==> src/common/pspc_pkg.sv <==
// shared constants and types for the power stage protection link
package pspc_pkg;

   ////////////////////////////////////////////////////////////////////////
   // clock and timing
   localparam int unsigned CLK_HZ        = 40_000_000;
   localparam int unsigned CLK_PER_US    = CLK_HZ / 1_000_000;
   localparam int unsigned BST_CHARGE_US = 800;   // bootstrap charge time
   localparam int unsigned PWRUP_US      = 1000;  // reset held low after power
   localparam int unsigned PWRUP_CYCLES  = PWRUP_US * CLK_PER_US;
   localparam int unsigned RST_PULSE_NS  = 1000;  // recovery reset pulse
   localparam int unsigned RST_PULSE_CYC = (RST_PULSE_NS * CLK_PER_US
                                            + 999) / 1000;
   localparam int unsigned PWM_MIN_KHZ   = 350;
   localparam int unsigned PWM_MAX_KHZ   = 400;
   // period limits in clocks: least rounds up, longest rounds down
   localparam logic [7:0]  PER_MIN = 8'((CLK_HZ + PWM_MAX_KHZ * 1000 - 1)
                                        / (PWM_MAX_KHZ * 1000));
   localparam logic [7:0]  PER_MAX = 8'(CLK_HZ / (PWM_MIN_KHZ * 1000));
   // self recovery span in pwm cycles
   localparam logic [9:0]  AR_CYCLES = 10'h200;
   localparam logic [9:0]  AR_HALF   = AR_CYCLES >> 1;

   ////////////////////////////////////////////////////////////////////////
   // controller register map
   localparam logic [7:0] ADDR_CTRL   = 8'h00;
   localparam logic [7:0] ADDR_STATUS = 8'h04;
   localparam logic [7:0] ADDR_PERIOD = 8'h08;
   localparam logic [7:0] ADDR_DUTY   = 8'h0c;
   localparam int CTRL_RUN_BIT     = 0;
   localparam int CTRL_PWM_BIT     = 1;
   localparam int CTRL_RECOVER_BIT = 2;
   localparam int STAT_RESET_BIT   = 0;
   localparam int STAT_WARM_BIT    = 1;
   localparam int STAT_READY_BIT   = 2;
   localparam int STAT_COND_LSB    = 4;
   localparam int STAT_PEND_BIT    = 6;
   localparam logic [7:0] PERIOD_RST = 8'h68;  // 104 clocks, 384.6 kHz
   localparam logic [7:0] DUTY_RST   = 8'h34;

   ////////////////////////////////////////////////////////////////////////
   // types
   typedef enum logic [1:0] {
      PM_AUTO,
      PM_LATCH,
      PM_UNPROT
   } pspc_mode_t;

   // status pair decode: {heat_warning_n, fault_flag_n}
   typedef enum logic [1:0] {
      COND_OVERHEAT = 2'b00,
      COND_WARNING  = 2'b01,
      COND_OC_UV    = 2'b10,
      COND_NORMAL   = 2'b11
   } pspc_cond_t;

endpackage : pspc_pkg

==> src/common/pspc_link_if.sv <==
// link between the pwm controller and the power stage
`timescale 1ns/1ps
interface pspc_link_if;
   logic [1:0] pwm_drive_input;
   logic       reset_n;
   logic       fault_flag_n_o;
   logic       fault_flag_n_oe;
   logic       heat_warning_n_o;
   logic       heat_warning_n_oe;
   logic       fault_flag_n;
   logic       heat_warning_n;

   // open-drain wires with internal pullup
   assign fault_flag_n   = fault_flag_n_oe ? fault_flag_n_o : 1'b1;
   assign heat_warning_n = heat_warning_n_oe ? heat_warning_n_o : 1'b1;

   modport device (
      input  pwm_drive_input,
      input  reset_n,
      output fault_flag_n_o,
      output fault_flag_n_oe,
      output heat_warning_n_o,
      output heat_warning_n_oe
   );

   modport host (
      output pwm_drive_input,
      output reset_n,
      input  fault_flag_n,
      input  heat_warning_n
   );
endinterface : pspc_link_if

==> src/logic/pspc_sync.sv <==
// two flip-flop synchroniser, one per bit
`timescale 1ns/1ps
module pspc_sync #(
   parameter int W = 1
) (
   input  wire logic         pclk,
   input  wire logic         presetn,
   input  wire logic [W-1:0] d,
   output logic      [W-1:0] q
);
   logic [W-1:0] meta;

   // first stage feeds only the second
   for (genvar i = 0; i < W; i++) begin : g_bit
      always_ff @(posedge pclk or negedge presetn) begin
         if (!presetn) begin
            meta[i] <= 1'b0;
            q[i]    <= 1'b0;
         end else begin
            meta[i] <= d[i];
            q[i]    <= meta[i];
         end
      end
   end
endmodule : pspc_sync

==> src/logic/pspc_stage.sv <==
// power stage protection logic: mute, fault latch, self recovery
//
// Local design decisions: the placing of the registers and the APB register port.
`timescale 1ns/1ps

// Contract
// - reset low turns every transistor off
// - controller holds reset low about 1 ms
// - release reset only with 350-400 kHz pwm
// - never hold pwm constantly high
// - modulator initialised before reset goes high
// - power down: reset low before pwm stops
// - fault flag released in reset, low in protection
// - warning low above 125 C
// - status pair decodes four conditions
// - any error forces Hi-Z
// - recover: errors cleared, then pulse reset
// - overcurrent monitored per transistor
// - shared undervoltage lockout
// - reset low mutes switching
// - reset fall clears latch, high resumes
// - recovery counts pwm cycles, one counter
// - latch clears at n/2, resume at n=512
// - latch mode holds Hi-Z until reset toggle
// - test mode disables all protection
// - straps select protection mode
// - output strap low selects bridge-tied
module pspc_stage
   import pspc_pkg::*;
(
   input  wire logic       pclk,
   input  wire logic       presetn,
   pspc_link_if.device     link,
   input  wire logic       protect_sel_high,
   input  wire logic       protect_sel_low,
   input  wire logic       output_cfg_strap,
   input  wire logic [3:0] oc_trip,
   input  wire logic       heat_warn_cmp,
   input  wire logic       heat_err_cmp,
   input  wire logic       gate_supply_low,
   output logic      [1:0] hs_gate_on,
   output logic      [1:0] ls_gate_on,
   output logic            stage_hiz,
   output logic            overcurrent_fault,
   output logic            overheat_error
);

   typedef enum logic [1:0] {
      ST_MUTE,
      ST_RUN,
      ST_HOLD,
      ST_RECOVER
   } pspc_state_t;

   localparam int SYNC_W = 13;

   logic [SYNC_W-1:0] raw;
   logic [SYNC_W-1:0] sy;
   logic [1:0]        pwm_s;
   logic              rst_s;
   logic [3:0]        oc_s;
   logic              warn_s;
   logic              ote_s;
   logic              uv_s;
   logic              selh_s;
   logic              sell_s;
   logic              cfg_s;
   logic              rst_d;
   logic              pwm_d;
   logic              rst_fall;
   logic              pwm_rise;
   pspc_mode_t        mode;
   pspc_mode_t        next_mode;
   logic              cfg_btl;
   logic              prot_on;
   logic              err_evt;
   logic              prot_latch;
   logic              half_done;
   logic              full_done;
   logic [9:0]        cnt;
   pspc_state_t       state;
   pspc_state_t       next_state;
   logic              switching;
   logic              drv_low;

   ////////////////////////////////////////////////////////////////////////
   // synchronise pins, straps and comparators
   assign raw = {link.pwm_drive_input, link.reset_n, oc_trip, heat_warn_cmp,
                 heat_err_cmp, gate_supply_low, protect_sel_high,
                 protect_sel_low, output_cfg_strap};

   pspc_sync #(.W(SYNC_W)) u_sync (
      .pclk    (pclk),
      .presetn (presetn),
      .d       (raw),
      .q       (sy)
   );

   assign {pwm_s, rst_s, oc_s, warn_s, ote_s, uv_s, selh_s, sell_s,
           cfg_s} = sy;

   // edge detection on synchronised reset and pwm a
   always_ff @(posedge pclk or negedge presetn) begin
      if (!presetn) begin
         rst_d <= 1'b0;
         pwm_d <= 1'b0;
      end else begin
         rst_d <= rst_s;
         pwm_d <= pwm_s[0];
      end
   end

   assign rst_fall = rst_d & ~rst_s;
   assign pwm_rise = pwm_s[0] & ~pwm_d;

   ////////////////////////////////////////////////////////////////////////
   // strap decode
   always_comb begin
      case ({selh_s, sell_s})
         2'b00:   next_mode = PM_AUTO;
         2'b01:   next_mode = PM_LATCH;
         2'b10:   next_mode = PM_UNPROT;
         default: next_mode = PM_LATCH;
      endcase
   end

   // straps caught while reset is low, held while it is high
   always_ff @(posedge pclk or negedge presetn) begin
      if (!presetn) begin
         mode    <= PM_LATCH;
         cfg_btl <= 1'b0;
      end else if (!rst_s) begin
         mode    <= next_mode;
         cfg_btl <= ~cfg_s;
      end
   end

   ////////////////////////////////////////////////////////////////////////
   // error detection
   assign prot_on = (mode != PM_UNPROT);
   // any transistor trip, heat error or gate undervoltage
   assign err_evt = prot_on & ((|oc_s) | ote_s | uv_s);

   assign half_done = (mode == PM_AUTO) && (state == ST_HOLD) && pwm_rise
                      && (cnt == AR_HALF - 10'h001);
   assign full_done = (state == ST_RECOVER) && pwm_rise
                      && (cnt == AR_CYCLES - 10'h001);

   // protection latch, a new error wins over any clear
   always_ff @(posedge pclk or negedge presetn) begin
      if (!presetn) begin
         prot_latch <= 1'b0;
      end else if (err_evt) begin
         prot_latch <= 1'b1;
      end else if (rst_fall) begin
         prot_latch <= 1'b0;
      end else if (half_done) begin
         prot_latch <= 1'b0;
      end
   end

   // single recovery counter for both bridges
   always_ff @(posedge pclk or negedge presetn) begin
      if (!presetn) begin
         cnt <= 10'h000;
      end else if (err_evt || (state != ST_HOLD && state != ST_RECOVER)) begin
         cnt <= 10'h000;
      end else if (pwm_rise) begin
         cnt <= cnt + 10'h001;
      end
   end

   ////////////////////////////////////////////////////////////////////////
   // stage sequencing
   always_comb begin
      next_state = state;
      case (state)
         ST_MUTE: begin
            if (rst_s && (prot_latch || err_evt)) begin
               next_state = ST_HOLD;
            end else if (rst_s && cfg_btl) begin
               next_state = ST_RUN;
            end
         end
         ST_RUN: begin
            if (err_evt) begin
               next_state = ST_HOLD;
            end
         end
         ST_HOLD: begin
            if (half_done) begin
               next_state = ST_RECOVER;
            end
         end
         ST_RECOVER: begin
            if (err_evt) begin
               next_state = ST_HOLD;
            end else if (full_done) begin
               next_state = ST_RUN;
            end
         end
         default: next_state = ST_MUTE;
      endcase
      if (!rst_s) begin
         next_state = ST_MUTE;
      end
   end

   always_ff @(posedge pclk or negedge presetn) begin
      if (!presetn) begin
         state <= ST_MUTE;
      end else begin
         state <= next_state;
      end
   end

   assign switching = (state == ST_RUN) && rst_s && cfg_btl;

   ////////////////////////////////////////////////////////////////////////
   // gate drive, off unless switching
   for (genvar i = 0; i < 2; i++) begin : g_bridge
      always_ff @(posedge pclk or negedge presetn) begin
         if (!presetn) begin
            hs_gate_on[i] <= 1'b0;
            ls_gate_on[i] <= 1'b0;
         end else begin
            hs_gate_on[i] <= switching & pwm_s[i];
            ls_gate_on[i] <= switching & ~pwm_s[i];
         end
      end
   end

   always_ff @(posedge pclk or negedge presetn) begin
      if (!presetn) begin
         stage_hiz <= 1'b1;
      end else begin
         stage_hiz <= ~switching;
      end
   end

   ////////////////////////////////////////////////////////////////////////
   // open-drain status pins, low level only
   always_ff @(posedge pclk or negedge presetn) begin
      if (!presetn) begin
         drv_low                <= 1'b0;
         link.fault_flag_n_oe   <= 1'b0;
         link.heat_warning_n_oe <= 1'b0;
      end else begin
         drv_low                <= 1'b0;
         link.fault_flag_n_oe   <= rst_s & prot_latch;
         // heat error also pulls warning so the pair reads overheat
         link.heat_warning_n_oe <= warn_s | ote_s;
      end
   end

   assign link.fault_flag_n_o   = drv_low;
   assign link.heat_warning_n_o = drv_low;

   // raw fault indications for local use
   always_ff @(posedge pclk or negedge presetn) begin
      if (!presetn) begin
         overcurrent_fault <= 1'b0;
         overheat_error    <= 1'b0;
      end else begin
         overcurrent_fault <= |oc_s;
         overheat_error    <= ote_s;
      end
   end

endmodule : pspc_stage

==> src/flat_wrapper.sv <==
// flat-port wrapper written by rule: the top's interface ports become plain ports
module pspc_stage_flat import pspc_pkg::*;
  (pclk, presetn, protect_sel_high, protect_sel_low, output_cfg_strap, oc_trip, heat_warn_cmp, heat_err_cmp, gate_supply_low, hs_gate_on, ls_gate_on, stage_hiz, overcurrent_fault, overheat_error, link_pwm_drive_input, link_reset_n, link_fault_flag_n_o, link_fault_flag_n_oe, link_heat_warning_n_o, link_heat_warning_n_oe);
  pspc_link_if link_i ();
  input  wire logic pclk;
  input  wire logic presetn;
  input  wire logic protect_sel_high;
  input  wire logic protect_sel_low;
  input  wire logic output_cfg_strap;
  input  wire logic [3:0] oc_trip;
  input  wire logic heat_warn_cmp;
  input  wire logic heat_err_cmp;
  input  wire logic gate_supply_low;
  output logic      [1:0] hs_gate_on;
  output logic      [1:0] ls_gate_on;
  output logic stage_hiz;
  output logic overcurrent_fault;
  output logic overheat_error;
  input wire logic [$bits(link_i.pwm_drive_input)-1:0] link_pwm_drive_input;
  input wire logic [$bits(link_i.reset_n)-1:0] link_reset_n;
  output wire logic [$bits(link_i.fault_flag_n_o)-1:0] link_fault_flag_n_o;
  output wire logic [$bits(link_i.fault_flag_n_oe)-1:0] link_fault_flag_n_oe;
  output wire logic [$bits(link_i.heat_warning_n_o)-1:0] link_heat_warning_n_o;
  output wire logic [$bits(link_i.heat_warning_n_oe)-1:0] link_heat_warning_n_oe;
  assign link_i.pwm_drive_input = link_pwm_drive_input;
  assign link_i.reset_n = link_reset_n;
  assign link_fault_flag_n_o = link_i.fault_flag_n_o;
  assign link_fault_flag_n_oe = link_i.fault_flag_n_oe;
  assign link_heat_warning_n_o = link_i.heat_warning_n_o;
  assign link_heat_warning_n_oe = link_i.heat_warning_n_oe;
  pspc_stage u_core (.pclk(pclk), .presetn(presetn), .link(link_i), .protect_sel_high(protect_sel_high), .protect_sel_low(protect_sel_low), .output_cfg_strap(output_cfg_strap), .oc_trip(oc_trip), .heat_warn_cmp(heat_warn_cmp), .heat_err_cmp(heat_err_cmp), .gate_supply_low(gate_supply_low), .hs_gate_on(hs_gate_on), .ls_gate_on(ls_gate_on), .stage_hiz(stage_hiz), .overcurrent_fault(overcurrent_fault), .overheat_error(overheat_error));
endmodule
==> config.mk <==
export PLATFORM = sky130hd
export DESIGN_NAME = pspc_stage_flat
export DESIGN_NICKNAME = d
export VERILOG_FILES = /design/src/common/pspc_pkg.sv /design/src/common/pspc_link_if.sv /design/src/logic/pspc_sync.sv /design/src/logic/pspc_stage.sv /design/src/flat_wrapper.sv
export SDC_FILE = /design/constraint.sdc
export NUM_CORES = 1
export LEC_CHECK = 0
export BUFFER_PORTS_ARGS = -buffer_cell sky130_fd_sc_hd__buf_2
export CORE_MARGIN = 3
export CORE_UTILIZATION = 42
export DETAILED_ROUTE_END_ITERATION = 8
export GPL_TIMING_DRIVEN = 1
export HOLD_SLACK_MARGIN = 0.03
export SETUP_SLACK_MARGIN = 0.05
export SYNTH_ARGS = -nofsm -noshare
export SYNTH_HDL_FRONTEND = slang
export SYNTH_HIERARCHICAL = 1
export SYNTH_SLANG_ARGS = --single-unit
==> constraint.sdc <==
create_clock -name pclk -period 3.9 [get_ports pclk]
set_input_delay 0.39 -clock pclk [delete_from_list [all_inputs] [get_ports pclk]]
set_output_delay 0.39 -clock pclk [all_outputs]
set_load 0.01 [all_outputs]
### Word-level counts from Yosys, hierarchy flattened

Index checks and enable logic that the tools add are counted.
Widths: inputs -> output; s select.

| storage, ports and cells | value |
|---|---|
| bits in registers | 53 |
| latch bits | 0 |
| memory bits (writable) | 0 |
| memory bits (read-only) | 0 |
| bits of input ports | 15 |
| output and inout port bits | 11 |
| word-level logic and storage cells | 106 |
| memories kept | 0 |

| operators by class | value |
|---|---|
| add/sub/neg operators | 1 |
| multiply operators | 0 |
| div/mod/pow operators | 0 |
| $lt $le $gt $ge | 0 |
| eq/ne operators | 13 |
| shift operators | 0 |
| muxes and demuxes | 14 |
| bitwise operators | 17 |
| reductions and logical operators | 19 |

Operator list:

| cell | count |
|---|---|
| $mux 10 | 2 |
| $mux 2 | 7 |
| $add 10x1->10 const B | 1 |
| $eq 10x8->1 const B | 1 |
| $eq 10x9->1 const B | 1 |
| $logic_and 1x1->1 | 10 |
| $and 1x1->1 | 8 |
| $ne 4x2->1 const B | 2 |
| $pmux 2 s4 | 1 |
| $eq 2x2->1 const B | 3 |
| $logic_not 2->1 | 3 |
| $ne 2x2->1 const B | 3 |
| $ne 3x2->1 const B | 2 |
| $not 1->1 | 6 |
| $pmux 2 s2 | 1 |
| $reduce_and 4->1 | 1 |
| $reduce_or 4->1 | 1 |
| $mux 1 | 3 |
| $or 1x1->1 | 3 |
| $reduce_bool 3->1 | 1 |
| $eq 2x1->1 const B | 1 |
| $logic_or 1x1->1 | 2 |
| $reduce_bool 2->1 | 1 |

### Longest topological paths before layout

Gate-level depths: netlist of run 1.

| logic depth | value |
|---|---|
| depth in word-level cells | 9 |
| mapped depth | 5 |
| depth with buffers taken out | 5 |

### Modules after synthesis

Netlist of run 1, hierarchy kept.

Modules (own cells, without submodules):

| module | times used | cells an instance | area an instance (sq um) | seq. area each (sq um) |
|---|---|---|---|---|
| pspc_stage | 1 | 100 | 1,132.3 | 678.2 |
| pspc_sync | 1 | 26 | 650.6 | 650.6 |

### Worst setup path after synthesis of run 1

OpenSTA, ideal clock, no wires.

| timing | value |
|---|---|
| kind | register to register |
| start point | register u_core.u_sync.q[9] |
| end point | register u_core.cnt[0] |
| library setup time | 0.072 ns |
| arrival | 1.393 ns |
| path slack | 2.435 ns |
| cell stages (with the launch flop) | 5 |
| buffers on the path | 0 |
| path through | dfrtp_1 -> or4_4 -> o32ai_4 -> nand2_2 -> nor2_1 |

| between the ends | value |
|---|---|
| longest elaborated chain between the ends | 6 |

Ends and longest elaborated chain:

| item | line | source |
|---|---|---|
| start, declared | pspc_sync.sv:9 | `output logic [W-1:0] q` |
| start signal, assigned by index | pspc_sync.sv:21 | `q[i] <= meta[i];` |
| $reduce_or 4->1 (*) | pspc_stage.sv:142 | `assign err_evt = prot_on & ((\|oc_s) \| ote_s \| uv_s);` |
| $or 1x1->1 (*) (2 in a row) | pspc_stage.sv:142 |  |
| $and 1x1->1 (*) | pspc_stage.sv:142 |  |
| $logic_or 1x1->1 (*) | pspc_stage.sv:166 | `end else if (err_evt \|\| (state != ST_HOLD && state != ST_RECOVER)) begin` |
| $mux 10 / $reduce_bool 2->1 (equally long branches) | -- |  |
| end signal, assigned | pspc_stage.sv:169 | `cnt <= cnt + 10'h001;` |
| end, declared | pspc_stage.sv:80 | `logic [9:0] cnt;` |

Mark *: on every way between the ends. The rest lies on a longest branch, timed or not.
A chain may end at the register's enable or synchronous reset.

### Final worst setup path of run 1

| timing | value |
|---|---|
| start point | register u_core.u_sync.q[9] |
| end point | register u_core.cnt[7] |

Same word-level chain as after synthesis.

==> results of run 1 <==
## metrics by stage
stage               hold WS (ps)  utilization  worst slack [ps]
floorplan                   94.4            -              2430
global route                 165        0.507              2170
global placement             332        0.479              2330
detailed placement           336        0.479              2280
finish                       187        0.507              2280
CTS                          169        0.507              2260
## final cells by class
| cell class | instances | area (um2) | area share |
|---|---|---|---|
| Multi-Input combinational cell | 62 | 405 | 0.197 |
| Inverter | 9 | 33.8 | 0.0164 |
| Tap cell | 50 | 62.6 | 0.0304 |
| Clock inverter | 3 | 43.8 | 0.0213 |
| Clock buffer | 5 | 68.8 | 0.0334 |
| Sequential cell | 53 | 1330 | 0.646 |
| Timing Repair Buffer | 23 | 115 | 0.0559 |
## flip-flops by register name, summed over array words and instances, names as in the netlist, 2 cells and up
name	flops
u_core/u_sync/meta	13
u_core/cnt	10
u_core/u_sync/q	13
u_core/hs_gate_on	2
u_core/ls_gate_on	2
u_core/state	2
u_core/mode	2
## worst max-delay path, stage by stage (launching register included)
cell and delay [ps]:
sky130_fd_sc_hd__dfrtp_1 370, sky130_fd_sc_hd__or4_4 550, sky130_fd_sc_hd__o32ai_4 270, sky130_fd_sc_hd__nand2_2 200, sky130_fd_sc_hd__nor2_1 160
## cells in the mapped netlist
cell type,n,share of area
sky130_fd_sc_hd__dfrtp_1,51,0.72
sky130_fd_sc_hd__a21oi_1,1,0.0028
sky130_fd_sc_hd__clkbuf_1,1,0.0021
sky130_fd_sc_hd__nand2_1,4,0.0084
sky130_fd_sc_hd__xnor2_1,6,0.029
sky130_fd_sc_hd__mux2_2,1,0.0063
sky130_fd_sc_hd__o21a_1,2,0.0084
sky130_fd_sc_hd__or4_4,1,0.0063
sky130_fd_sc_hd__o32ai_4,1,0.015
sky130_fd_sc_hd__ha_1,1,0.0070
sky130_fd_sc_hd__nor2b_1,1,0.0035
sky130_fd_sc_hd__a21boi_0,1,0.0042
sky130_fd_sc_hd__conb_1,1,0.0021
sky130_fd_sc_hd__buf_4,2,0.0084
sky130_fd_sc_hd__dfstp_2,2,0.029
sky130_fd_sc_hd__nand2_2,1,0.0035
sky130_fd_sc_hd__nand4b_1,2,0.0098
sky130_fd_sc_hd__and2_1,1,0.0035
sky130_fd_sc_hd__inv_1,9,0.019
sky130_fd_sc_hd__nand3_1,2,0.0056
sky130_fd_sc_hd__a41o_1,1,0.0056
sky130_fd_sc_hd__nor4_1,2,0.0070
sky130_fd_sc_hd__mux2i_1,2,0.011
sky130_fd_sc_hd__nor3_1,4,0.011
sky130_fd_sc_hd__xor2_1,3,0.015
sky130_fd_sc_hd__nand4_1,2,0.0070
sky130_fd_sc_hd__or2_2,1,0.0035
sky130_fd_sc_hd__o21ai_0,3,0.0084
sky130_fd_sc_hd__nor2_1,15,0.032
sky130_fd_sc_hd__and4_1,1,0.0049
sky130_fd_sc_hd__nand2b_1,1,0.0035
## report_power, final
group	internal, mW	switching (mW)
registers	0.570	0.0110
clock network	0.192	0.169
logic	0.0139	0.0203
total	0.776	0.201
## kinds of logic after synthesis
kind of cell,count (synthesis)
other,1
multiplexers,3
buffers and inverters,12
AO/OA/AOI/OAI,9
XOR/XNOR,9
adder cells (fa/ha/maj),1
AND/OR/NAND/NOR,38
flip-flops,53
## path summary, 6_finish.rpt
kind / endpoint / slack, ps / startpoint / depth (start not counted)
max reg2reg: u_core/cnt[7] / 2280 / u_core/u_sync/q[9] / 4
max: u_core/cnt[7] / 2280 / u_core/u_sync/q[9] / 4
min in group asynchronous: u_core/overheat_error / 290 / presetn / 1
min reg2reg: u_core/u_sync/q[8] / 360 / u_core/u_sync/meta[8] / 0
max in group asynchronous: u_core/cnt[1] / 2920 / presetn / 1
min: u_core/u_sync/meta[1] / 190 / protect_sel_low / 1
## cell usage in the layout, fill, tap and decap left out, drive strengths merged, types with 3 or more instances in the layout
master | synthesis | layout
inv | 9 | 10
nand2 | 5 | 5
nor2 | 15 | 15
buf | 2 | 23
o21ai | 3 | 3
xor2 | 3 | 3
xnor2 | 6 | 6
nor3 | 4 | 4
dfrtp | 51 | 51
clkbuf | 1 | 5
## routing by layer
| layer | vias up | track usage | part of all wire |
|---|---|---|---|
| met3 | 5 | 0.0426 | 0.040 |
| li1 | 460 | - | - |
| met2 | 15 | 0.181 | 0.52 |
| met1 | 482 | 0.129 | 0.41 |
| met4 | 0 | 0.0564 | 0.024 |
| met5 | - | 0 | 0 |
==> results.md, run 1 <==
- Total power per unit cell area: between 400 and 500 nW/um2
- Synthesized-area fraction occupied by adder cells: 0.00702
- DRC violation count after routing: 0
- Global-route wire length before repair: 4330 um
- Clock slew at the register clock pins of the worst setup and hold paths: 90 ps
- Final Max Tran Viols: 0
- Effective utilization at floorplan: 0.439
- Setup Crit Path Kind: reg2reg
- DRC marker count from the first detailed-route iteration: 40
- Tightest Hold Check Type: in2reg
- Post-CTS Hold Buffers: 0
- Unrepaired setup endpoints after global routing: false
- Clock root buffer master: sky130_fd_sc_hd__clkbuf_8
- Achievable frequency: slightly above 600 MHz
- FF+latch count, synth: 53
- Vias in the first global route: approximately 1000
- Y dimension of the die: 71.2 um
- Fraction of the mapped netlist area in simple logic gates: 0.109
- Count of buffers from port buffering: 23
- Largest net degree at the start of global routing: between 50 and 60
- Post-synthesis cell count: 126
- Worst clock skew: 7.20 ps
- Run status: finished, final reports clean
- Arrival time reported for the critical path endpoint: 1850 ps
- Number of rows in the core area: 23
- Synth Area in XOR/XNOR: 0.0442
- Final Critical Period: 1620 ps
- Worst IR drop on VDD: 0.244 mV
- Critical Path Start Type: flop
- # Post-CTS Setup Buffers: 0
- Nets@finish: 170
- CTS tree: built
- Number of gates given a new drive strength after cts: 0
- Aggregate global routing overflow: 0
- Overall Global Routing Usage: 0.111
- Overall power after layout: 977 uW
- Compound-gate portion of the synthesized area: 0.0449
- Combinational family with the most area after synthesis: simple AND/OR/NAND/NOR gates
- Clock latency on the worst-skew pair: ~300 ps
- 1st-pass router iterations: 4
- Overall die area: 5060 um2
- Nature of the critical path endpoint: flop
- Cell Area, Synth: 1780 um2
- Final setup violation count: 0
- Post-layout instance area: roughly 2000 um2
- Warnings, synthesis: 6
- DIE WIDTH: 71.2 um
- Number of fill cells: ~360
- Sequential share of the synthesized area: 0.745
- Data required time at the worst endpoint: just over 4000 ps
- H-Tree Depth: 2
- Total Routed Length: around 2500 um
- Count of endpoints failing hold in the final timing report: 0
- IO Count: 26
- Slew at the pin closest to its max-slew limit: between 1000 and 1500 ps
- Half-perimeter wire length after detailed placement: 1680 um
- # clock sinks: 53
- Layout-stage area growth over the synthesis result: 15.4%
- Via density per instance: 4.69
- Post-synthesis area per instance: around 14 um2
- Num CTS Buffers: 5
- Final-layout setup total negative slack: 0 ps
- Proportion of synthesized area in mux cells: 0.0175
- Number of vias in the routed layout: 962
- Global placement routability congestion: 0.785
- Number of max-capacitance violations reported: 0
- Total leakage power: 0.928 nW
- Non-filler instance count after layout: slightly above 200
- Fraction of final layout cells with drive strength greater than 1: 0.245
- Number of cells after detailed placement: 197
- Area of placed instances: 1950 um2
- Maximum number of buffers from clock root to sink: 2
- Final critical-path share of the clock period: 0.416
- Average wire length per cell after detail routing: approximately 12 um
- Max-Slew Margin vs Limit: 0.265
- Maximum fanout along the worst path: 10
- Antenna violations before repair: 0
- Post-route ant nets: 0
- Core Region: 4060 um2
- Unique cell type count in the Yosys netlist: 31
- # diodes: 0
No activity file was read; power rests on OpenSTA's default activity.
==> inputs of run 2 (changes only) <==
==> constraint.sdc (replaced) <==
create_clock -name pclk -period 1.5 [get_ports pclk]
set_input_delay 0.15 -clock pclk [delete_from_list [all_inputs] [get_ports pclk]]
set_output_delay 0.15 -clock pclk [all_outputs]
set_load 0.01 [all_outputs]
==> run 2 against run 1 <==
Against the previous run:
- the run now ends with setup timing left
- non-clock buffer count is 22 higher
- global-route usage is 0.96 points higher
- first-iteration DRC count is 25% lower
- die area stayed put
- final cell count is 11% higher
- cell area is 11% higher
- setup slack worse by 2400 ps
- flip-flop and latch count stayed put
- critical path type unchanged
==> results.md, run 2 (synthesized netlist as in run 1, its figures left out) <==
- Global-route wire length before repair: roughly 4700 um
- DIE WIDTH: roughly 71 um
- Tightest Hold Check Type: in2async
- Core Region: between 4000 and 5000 um2
- Relative contribution of sequential cells to total power: 0.580
- Average wire length per cell after detail routing: between 10 and 15 um
- Aggregate global routing overflow: 0
- Clock latency on the worst-skew pair: 290 ps
- Data required time at the worst endpoint: 1740 ps
- Effective utilization at floorplan: 0.439
- # diodes: 0
- Half-perimeter wire length after detailed placement: approximately 1900 um
- Number of rows in the core area: 23
- Fraction of final layout cells with drive strength greater than 1: 0.266
- Sw Ratio: 0.197
- Total Routed Length: 2590 um
- Count of endpoints failing hold in the final timing report: 0
- Antenna violations before repair: 0
- Final Critical Period: 1580 ps
- Achievable frequency: around 630 MHz
- Top Registers: u_core/u_sync/meta x13, u_core/u_sync/q x13, u_core/cnt x10
- Total power per unit cell area: 1140 nW/um2
- Worst reg2reg endpoint: u_core/state[0]
- Vias in the first global route: about 1100
- Final-layout setup total negative slack: -678 ps
- Number of cells on the worst reg-to-reg path: 4
- H-Tree Depth: 2
- Overall die area: approximately 5100 um2
- 1st-pass router iterations: 4
- Run status: finished with violations
- Via density per instance: between 4 and 5
- Start of the worst register-to-register path: u_core/u_sync/q[9]
- Failing checks: setup timing
- Number of max-capacitance violations reported: 0
- Least setup slack across all paths after layout: -77.4 ps
- Critical Path Start Type: flop
- Overall Global Routing Usage: 0.121
- Worst clock skew: roughly 3.6 ps
- DRC violation count after routing: 0
- Switching component of the power: 513 uW
- Clock root buffer master: sky130_fd_sc_hd__clkbuf_8
- Final critical-path share of the clock period: 1.05
- Number of vias in the routed layout: 1025
- IO Count: 26
- Nature of the critical path endpoint: flop
- Logic pwr share: 0.049
- DRC marker count from the first detailed-route iteration: 30
- Most frequent cells in the layout: sky130_fd_sc_hd__dfrtp_1, sky130_fd_sc_hd__buf_2, sky130_fd_sc_hd__nor2_1
- Total leakage power: 1.04 nW
- Largest net degree at the start of global routing: 22
- Clock slew at the register clock pins of the worst setup and hold paths: 90 ps
- Post-route ant nets: 0
- Y dimension of the die: 71.2 um
- Count of buffers from port buffering: 23
- Final Max Tran Viols: 0
- Most common cell after layout, fill and taps aside: sky130_fd_sc_hd__dfrtp_1
- Num CTS Buffers: 5
- Power Internal: 2.09 mW
- Maximum number of buffers from clock root to sink: 2
- Unrepaired setup endpoints after global routing: true
- Clock network fraction of design power: 0.371
- Layout-stage area growth over the synthesis result: 27.6%
- Maximum fanout along the worst path: 4
- Worst IR drop on VDD: between 0.7 and 0.8 mV
- CTS tree: built
- Final cell utilization of the core: 0.561
- R2r setup slk: -80 ps
- # clock sinks: 53
- Setup Crit Path Kind: reg2reg
- Nets@finish: 192
- Arrival time reported for the critical path endpoint: 1810 ps
- Global placement routability congestion: 0.773
- Final setup violation count: 13
[run 2: layout make-up]
cell class              instances  area [um2]
clock buffers                   6        82.6
repair buffers                 45         315
fillers                       339        1780
inverters                       9        33.8
flip-flops and latches         53        1330
clock inverters                 2        37.5
multi-input cells              62         414
well taps                      50        62.6
[run 2: per-stage QoR]
step,instances,hold WS (ps),power (mW),instance area (um2),setup WS [ps]
final,227,305,2.60,2270,-77.4
after global routing,227,337,2.73,2270,-198
after CTS,226,317,2.64,2260,-90.2
after detailed placement,204,107,1.64,2000,-97.3
after global placement,204,96.5,1.63,2000,-46.9
after floorplan,127,-146,1.58,1790,34.7
[run 2: worst max-delay path, stage by stage (launching register included)]
cell and delay [ps]:
sky130_fd_sc_hd__dfrtp_1 370, sky130_fd_sc_hd__or4_4 550, sky130_fd_sc_hd__o32ai_4 310, sky130_fd_sc_hd__o21a_1 180, sky130_fd_sc_hd__o21a_1 120
[run 2: what timing repair did]
item	CTS	global route
gates resized for setup	1	2
endpoints found under the setup margin	13	13
setup buffers	0	1
hold endpoints to repair	29	0
hold buffers	14	0
[run 2: how the worst max path moves through the flow]
stage                 endpoint  cells after the start                from
2_1_floorplan    u_core/cnt[0]                      4  u_core/u_sync/q[9]
3_3_place_gp     u_core/cnt[6]                      4  u_core/u_sync/q[9]
3_5_place_dp     u_core/cnt[6]                      4  u_core/u_sync/q[9]
4_1_cts        u_core/state[0]                      4  u_core/u_sync/q[9]
5_1_grt          u_core/cnt[8]                      4  u_core/u_sync/q[9]
6_report       u_core/state[0]                      4  u_core/u_sync/q[9]
[run 2: layer usage]
layer	routed length [um]	global-route usage
met5	0	0
met4	24	0.0626
met3	83	0.0426
met2	1310	0.194
met1	1170	0.144
[run 2: power groups by stage]
stage | sequential, mW | clock (mW) | combinational, mW
final | 1.51 | 0.966 | 0.128
after global routing | 1.52 | 1.07 | 0.145
after CTS | 1.51 | 1.00 | 0.128
after detailed placement | 1.54 | 0 | 0.0997
after global placement | 1.54 | 0 | 0.0945
after floorplan | 1.53 | 0 | 0.0423
